## config.mk

```make
export PLATFORM = sky130hd
export DESIGN_NAME = bbc_ch2_regs
export DESIGN_NICKNAME = d
export VERILOG_FILES = /design/src/design/bbc_pkg.sv /design/src/design/bbc_ch2_regs.sv
export SDC_FILE = /design/constraint.sdc
export NUM_CORES = 1
export LEC_CHECK = 0
export ABC_AREA = 0
export BUFFER_PORTS_ARGS = -buffer_cell sky130_fd_sc_hd__buf_2
export CORE_ASPECT_RATIO = 0.7
export CORE_MARGIN = 5
export CORE_UTILIZATION = 35
export DETAILED_ROUTE_END_ITERATION = 16
export HOLD_SLACK_MARGIN = 0.08
export PLACE_DENSITY = 0.52
export SLEW_MARGIN = 20
export SYNTH_ARGS = -nofsm -noshare
export SYNTH_HDL_FRONTEND = slang
export SYNTH_SLANG_ARGS = --single-unit
export TNS_END_PERCENT = 10
```

## constraint.sdc

```tcl
create_clock -name ref_clk -period 5.1 [get_ports ref_clk]
set_clock_uncertainty 0.1 [all_clocks]
set_input_delay 0.765 -clock ref_clk [delete_from_list [all_inputs] [get_ports ref_clk]]
set_output_delay 0.765 -clock ref_clk [all_outputs]
set_load 0.05 [all_outputs]
```

## src/design/bbc_pkg.sv

```systemverilog
// Package for the channel-two configuration register bank
package bbc_pkg;
	localparam logic [7:0] ADDR_TARGET_VOLTAGE = 8'h2d;
	localparam logic [7:0] ADDR_MODE_LIMIT_EN  = 8'h2e;
	// Contents after reset, before the factory load arrives
	localparam logic [7:0] RESET_VOLTAGE_CODE  = 8'h00;
	localparam logic [7:0] RESET_MODE_LIMIT_EN = 8'h04;
	// Field positions in the mode/limit/enable register
	localparam int TOPO_HI  = 7;
	localparam int TOPO_LO  = 6;
	localparam int LIMIT_HI = 5;
	localparam int LIMIT_LO = 4;
	localparam int DISCH_BIT = 3;
	localparam int EN_HI    = 2;
	localparam int EN_LO    = 0;
	// Voltage transfer: millivolts at code zero and per step
	localparam logic [12:0] VOUT_BASE_MV = 13'd500;
	localparam logic [12:0] VOUT_STEP_MV = 13'd25;
	// Peak current limits in milliamps
	localparam logic [9:0] ILIM_CODE0_MA = 10'd1000;
	localparam logic [9:0] ILIM_CODE1_MA = 10'd750;
	localparam logic [9:0] ILIM_CODE2_MA = 10'd500;
	localparam logic [9:0] ILIM_CODE3_MA = 10'd333;

	typedef enum logic [1:0] {
		BBC_TOPO_AUTO,
		BBC_TOPO_STEP_DOWN,
		BBC_TOPO_STEP_UP,
		BBC_TOPO_DOWN_UP
	} bbc_topo_t;

	// Register port request
	typedef struct packed {
		logic       wr;
		logic       rd;
		logic [7:0] addr;
		logic [7:0] wdata;
	} bbc_req_t;

	// Decoded controls handed to the power stage
	typedef struct packed {
		bbc_topo_t   topology;
		logic [9:0]  ilim_ma;
		logic [12:0] vout_mv;
		logic        discharge_on;
		logic        channel_on;
		logic        use_sequencer;
		logic [1:0]  slot;
	} bbc_ctrl_t;
endpackage

```

## src/design/bbc_ch2_regs.sv

```systemverilog
// Channel-two target voltage and mode/limit/enable registers with decode
// Function
// - Bits 7:6 select conversion topology
// - Bits 5:4: 01 is 0.750A, 10 is 0.500A
// - Code 00 is 1.000A, 11 is 0.333A
// - Discharge bit clear: no pull-down when off
// - Discharge bit set: pull-down when channel off
// - Enable codes 000-011 pick sequencer slot
// - Codes 10x force off, 11x force on
module bbc_ch2_regs (
	input  wire logic             ref_clk,
	input  wire logic             rstn,
	input  wire logic             clk_en,
	input  wire bbc_pkg::bbc_req_t req,
	input  wire logic [7:0]       otp_voltage_code,
	input  wire logic [7:0]       otp_mode_limit_enable,
	input  wire logic             otp_load,
	input  wire logic             seq_slot_on_0,
	input  wire logic             seq_slot_on_1,
	input  wire logic             seq_slot_on_2,
	input  wire logic             seq_slot_on_3,
	input  wire logic             bias_low_power_select,
	output logic [7:0]            rdata,
	output logic                  rvalid,
	output bbc_pkg::bbc_ctrl_t    ctrl
);
	// Stored register contents and their next values
	logic [7:0]         ch2_voltage_reg;
	logic [7:0]         ch2_mode_reg;
	logic [7:0]         ch2_voltage_next;
	logic [7:0]         ch2_mode_next;

	// Sequencer slot levels, two stages deep
	logic [3:0]         slot_sync1_reg;
	logic [3:0]         slot_sync2_reg;

	// Factory load strobe, two stages deep plus an edge memory
	logic               otp_sync1_reg;
	logic               otp_sync2_reg;
	logic               otp_seen_reg;

	// Factory values, staged as deep as their strobe
	logic [7:0]         otp_volt_sync1_reg;
	logic [7:0]         otp_volt_sync2_reg;
	logic [7:0]         otp_mode_sync1_reg;
	logic [7:0]         otp_mode_sync2_reg;

	// Next values of the registered outputs
	bbc_pkg::bbc_ctrl_t ctrl_next;
	logic [7:0]         rdata_next;
	logic               rvalid_next;

	// Millivolt value of a voltage code; code 255 still fits 13 bits
	function automatic logic [12:0] code_to_mv(input logic [7:0] code);
		code_to_mv = bbc_pkg::VOUT_BASE_MV + 13'(code) * bbc_pkg::VOUT_STEP_MV;
	endfunction

	// Milliamp value of a peak current limit code
	function automatic logic [9:0] code_to_ma(input logic [1:0] code);
		case (code)
			2'h0: code_to_ma = bbc_pkg::ILIM_CODE0_MA;
			2'h1: code_to_ma = bbc_pkg::ILIM_CODE1_MA;
			2'h2: code_to_ma = bbc_pkg::ILIM_CODE2_MA;
			default: code_to_ma = bbc_pkg::ILIM_CODE3_MA;
		endcase
	endfunction

	// Address decode of the register port
	wire        hit_volt  = req.addr == bbc_pkg::ADDR_TARGET_VOLTAGE;
	wire        hit_mode  = req.addr == bbc_pkg::ADDR_MODE_LIMIT_EN;
	wire        wr_volt   = req.wr & hit_volt;
	wire        wr_mode   = req.wr & hit_mode;

	// One-cycle pulse on the synchronised rise of the factory strobe
	wire        otp_rise  = otp_sync2_reg & ~otp_seen_reg;

	// Fields of the mode/limit/enable register
	wire [1:0]  topo_field = ch2_mode_reg[bbc_pkg::TOPO_HI:bbc_pkg::TOPO_LO];
	wire [2:0]  ch2_enable_control = ch2_mode_reg[bbc_pkg::EN_HI:bbc_pkg::EN_LO];
	wire [1:0]  ch2_peak_current_limit = ch2_mode_reg[bbc_pkg::LIMIT_HI:bbc_pkg::LIMIT_LO];
	wire        ch2_discharge_enable = ch2_mode_reg[bbc_pkg::DISCH_BIT];

	// Enable decode: top bit picks sequencer or forced state
	wire        sequenced = ~ch2_enable_control[2];
	wire        forced_on = ch2_enable_control[2] & ch2_enable_control[1];
	wire [1:0]  slot_sel  = ch2_enable_control[1:0];
	wire        slot_on   = slot_sync2_reg[slot_sel];

	// Bias low-power select is not an input to the enable path at all,
	// so flipping it while running cannot glitch the channel
	wire        chan_on   = sequenced ? slot_on : forced_on;

	// Pull-down only when allowed by the bit and the channel is off
	wire        pull_down = ch2_discharge_enable & ~chan_on;

	// Factory load beats a software write in the same cycle, so a
	// write landing on the load edge is lost rather than half applied
	assign ch2_voltage_next = otp_rise ? otp_volt_sync2_reg :
		(wr_volt ? req.wdata : ch2_voltage_reg);
	assign ch2_mode_next    = otp_rise ? otp_mode_sync2_reg :
		(wr_mode ? req.wdata : ch2_mode_reg);

	// Read selection; unmapped addresses read as zero
	assign rdata_next  = hit_volt ? ch2_voltage_reg :
		(hit_mode ? ch2_mode_reg : 8'h00);
	assign rvalid_next = req.rd;

	// Decode fields into power stage controls
	always_comb begin
		ctrl_next.topology      = bbc_pkg::bbc_topo_t'(topo_field);
		ctrl_next.ilim_ma       = code_to_ma(ch2_peak_current_limit);
		ctrl_next.vout_mv       = code_to_mv(ch2_voltage_reg);
		ctrl_next.channel_on    = chan_on;
		ctrl_next.discharge_on  = pull_down;
		ctrl_next.use_sequencer = sequenced;
		ctrl_next.slot          = slot_sel;
	end

	// Sequencer slot levels come from another domain
	always_ff @(posedge ref_clk or negedge rstn) begin
		if (!rstn) begin
			slot_sync1_reg <= 4'h0;
			slot_sync2_reg <= 4'h0;
		end else if (clk_en) begin
			slot_sync1_reg <= {seq_slot_on_3, seq_slot_on_2, seq_slot_on_1, seq_slot_on_0};
			slot_sync2_reg <= slot_sync1_reg;
		end
	end

	// Factory strobe: only the second stage feeds the edge detector
	always_ff @(posedge ref_clk or negedge rstn) begin
		if (!rstn) begin
			otp_sync1_reg <= 1'b0;
			otp_sync2_reg <= 1'b0;
			otp_seen_reg  <= 1'b0;
		end else if (clk_en) begin
			otp_sync1_reg <= otp_load;
			otp_sync2_reg <= otp_sync1_reg;
			otp_seen_reg  <= otp_sync2_reg;
		end
	end

	// Factory values staged with the strobe; they are quiet around a
	// load, so the copy taken on the load edge is settled
	always_ff @(posedge ref_clk or negedge rstn) begin
		if (!rstn) begin
			otp_volt_sync1_reg <= bbc_pkg::RESET_VOLTAGE_CODE;
			otp_volt_sync2_reg <= bbc_pkg::RESET_VOLTAGE_CODE;
			otp_mode_sync1_reg <= bbc_pkg::RESET_MODE_LIMIT_EN;
			otp_mode_sync2_reg <= bbc_pkg::RESET_MODE_LIMIT_EN;
		end else if (clk_en) begin
			otp_volt_sync1_reg <= otp_voltage_code;
			otp_volt_sync2_reg <= otp_volt_sync1_reg;
			otp_mode_sync1_reg <= otp_mode_limit_enable;
			otp_mode_sync2_reg <= otp_mode_sync1_reg;
		end
	end

	// Target voltage register
	always_ff @(posedge ref_clk or negedge rstn) begin
		if (!rstn) begin
			ch2_voltage_reg <= bbc_pkg::RESET_VOLTAGE_CODE;
		end else if (clk_en) begin
			ch2_voltage_reg <= ch2_voltage_next;
		end
	end

	// Mode/limit/enable register; forced off until the factory load
	always_ff @(posedge ref_clk or negedge rstn) begin
		if (!rstn) begin
			ch2_mode_reg <= bbc_pkg::RESET_MODE_LIMIT_EN;
		end else if (clk_en) begin
			ch2_mode_reg <= ch2_mode_next;
		end
	end

	// Read answer: pulse one cycle, data held until the next read
	always_ff @(posedge ref_clk or negedge rstn) begin
		if (!rstn) begin
			rdata  <= 8'h00;
			rvalid <= 1'b0;
		end else if (clk_en) begin
			rvalid <= rvalid_next;
			if (req.rd) begin
				rdata <= rdata_next;
			end
		end
	end

	// Power stage controls, registered so the stage never sees a
	// half-decoded field while a write lands
	always_ff @(posedge ref_clk or negedge rstn) begin
		if (!rstn) begin
			ctrl <= '0;
		end else if (clk_en) begin
			ctrl <= ctrl_next;
		end
	end

	// Limitations of this bank:
	// - the slot levels are taken as they come; sequencing order and
	//   timing belong to the sequencer, not to this bank
	// - a write to an unmapped address is dropped without any flag
	// - both registers load together from the factory values; a strobe
	//   that stays high loads once, a new load needs a low phase first
	// - the bias low-power select is accepted and left unused on purpose
	// - codes above the documented top voltage just continue linearly
endmodule

```

==> out/qor.yml <==
run_status:
  status: "finished clean"
power_and_ir_drop:
  vdd_drop_max_uv: 321
  p_leak_nw: 2.52
  total_power_mw: 4.21
  power.density_nw_per_um2: 750
clocking:
  cts_buffers: 9
  clk_pin_slew_worst_paths_ps: 70
  root_buffer: "clkbuf_16"
  ctsHtreeMaxLevel: 3
  postCtsResizedCells: 0
  cts_setup_buffers: 0
  cts_tree: "yes"
  clockBufferDepth: 2
  hold_buffers: 0
  insertion_delay_ps: 340
  cts_sinks: 97
sta:
  tightestPinTransition_ps: 1020
  grt_setup_unrepaired: "false"
  setup_tns_ps: 0
  finalSetupViolCount: 0
  drv_slew: 0
  fin_crit_ps: 3380
  timing.final.crit_share_pct: 66.3
  fmax_mhz: 296
  final-hold-violation-count: 0
  slew_headroom_pct: 32.1
finish:
  fillers: 1251
  largest_reg_flops: 29
  layout.nets: 526
  antennaDiodeCount: 0
  drive_gt1_share_pct: 36.7
  syn_to_final_growth_pct: 18.7
  regMostFlops: "ctrl"
synthesis:
  avgSynthCellArea_um2: 12.5
  synth_edf_count: 0
  synthAdderAreaFrac_pct: 9.37
  ys_async_sr_fraction_pct: 100
  synth_flop_cell: "dfrtp_1"
  muxShareOfSynthArea_pct: 13.8
  synth_top_family_by_area: "multiplexers"
  synthSimpleGateAreaFrac_pct: 7.25
  syn_nets: 453
  yosysUniqueCellTypes: 50
  mappedNetlistArea_um2: 4730
  yosysSeqAreaShare_pct: 51.4
  synth_warnings: 0
  synth_seq_cells: 97
  synth_compound_area_share_pct: 13.3
  syn-instance-count: 377
  synth-xor-area-share_pct: 0.741
global_route:
  gr-total-overflow: 0
  grt_max_degree: 81
  grt_pass1_vias: 3317
  grt_pass1_wl_um: 17500
  grt_usage_pct: 14.0
  antenna_found_initial: 0
hold_path:
  min_delay_path_depth: 1
  hold_path_end: "ctrl[24]"
  hold_path_class: "flip-flop to flip-flop"
  worstHoldStart: "ctrl[24]"
drt:
  wirelength_um: 10700
  drtAntennaViolNets: 0
  via_per_inst: 5.05
  drt_iter0_markers: 131
  dr_total_vias: 3230
  firstDrtPassIters: 4
  drc: 0
  routedWlPerCell_um: 16.7
floorplanning:
  die_height_um: 107
  dieArea_um2: 16000
  ioPinCount: 82
  row_count: 35
  start_util_pct: 35.9
  core_area_um2: 13200
  die_w_um: 149
setup_path:
  ff2ff_path_depth: 10
  rr_endpoint: "ctrl[17]"
  r2r_start: "ch2_voltage_reg[2]"
  path_class: "flip-flop to flip-flop"
  reg2reg_slack_ps: 1720
  cp_max_fo: 4
  critPathArrivalTime_ps: 3500
  critPathCaptureType: "flip-flop"
  worstPathRequired_ps: 5220
  startpoint_type: "flip-flop"
flow_run:
  drv_cap: 0
place:
  io_buffer_count: 80
  place_hpwl_um: 7710
  routabilityCongestion: 0.747
## placed cells by master, fill, tap and decap left out, drive strengths merged, types with 12 or more instances in the layout
master	count
ha	29
inv	29
mux2	57
nand3b	12
nand2	15
o22ai	16
a2bb2oi	16
o21ai	19
buf	82
dfrtp	94
## kinds of logic after synthesis
| group | count (synthesis) |
|---|---|
| flops | 97 |
| compound gates | 86 |
| mux | 58 |
| simple gates | 53 |
| buf+inv | 46 |
| fa+ha+maj | 33 |
| xor+xnor | 4 |
## power breakdown
group / switching (mW) / internal (mW)
Clock: 0.311 / 0.440
Combinational: 1.37 / 0.923
Sequential: 0.179 / 0.986
Total: 1.86 / 2.35
## metrics by stage
stage	utilization, %	worst slack, ps	area (um^2)	cells	hold WS, ps
floorplan	-	2030	4730	377	369
global placement	40.1	1770	5280	624	346
detailed placement	40.1	1760	5280	624	350
CTS	42.6	1740	5610	640	375
global route	42.6	1560	5610	640	403
finish	42.6	1720	5610	640	373
## critical path: stages, from the launching register on
cell and delay, ps:
dfrtp_1 430, inv_1 110, ha_1 290, inv_1 50, fa_1 450, ha_1 340
fa_1 480, a21oi_2 250, o2111ai_2 200, and4b_1 220, o32a_1 330
## how the worst max path moves through the flow
stage                     depth (start not counted)  slack, ps       end                from
after CTS                                        10       1740  ctrl[17]  ch2_voltage_reg[2]
after floorplan                                  10       2030  ctrl[17]  ch2_voltage_reg[2]
final                                            10       1720  ctrl[17]  ch2_voltage_reg[2]
after detailed placement                         10       1760  ctrl[17]  ch2_voltage_reg[2]
after global routing                             10       1560  ctrl[17]  ch2_voltage_reg[2]
after global placement                           10       1770  ctrl[17]  ch2_voltage_reg[2]
## routing by layer
layer | global-route usage, % | wire (um) | up-vias
met1 | 20.9 | 5540 | 1613
met4 | 3.00 | 88 | 0
met5 | 0 | 0 | -
met2 | 19.5 | 4370 | 78
met3 | 4.84 | 671 | 11
li1 | - | - | 1528
## synthesized netlist by cell type, types with 2 or more instances
library cell,number,share of area [%]
o22ai_1,16,2.1
nand3_1,5,0.53
o21bai_1,2,0.32
nand3b_1,12,1.9
mux2_2,57,14
o2bb2ai_1,3,0.56
nor2_1,4,0.32
o21ai_0,16,1.7
dfstp_2,3,1.7
fa_1,4,1.7
buf_2,12,1.3
o21a_1,2,0.32
buf_4,3,0.48
nor2b_1,2,0.26
ha_1,29,7.7
o211ai_1,2,0.32
nand4_4,2,0.90
xor2_1,3,0.56
inv_1,25,2.0
dfrtp_1,94,50
and3_1,3,0.40
nor3_1,2,0.21
o21ai_1,3,0.32
a21oi_4,2,0.69
a22oi_1,8,1.3
clkbuf_1,5,0.40
a21oi_1,6,0.63
a2bb2oi_1,16,3.0
nand2_1,15,1.2
## final cells by class
type	instances	area, um^2	share of cell area, %
multi-input combinational	234	2100	37.4
sequential	97	2430	43.3
tap	185	231	4.12
clock inverter	7	108	1.92
inverter	26	97.6	1.74
clock buffer	9	225	4.01
timing repair buffer	82	420	7.49
(Power assumes the default switching activity.)
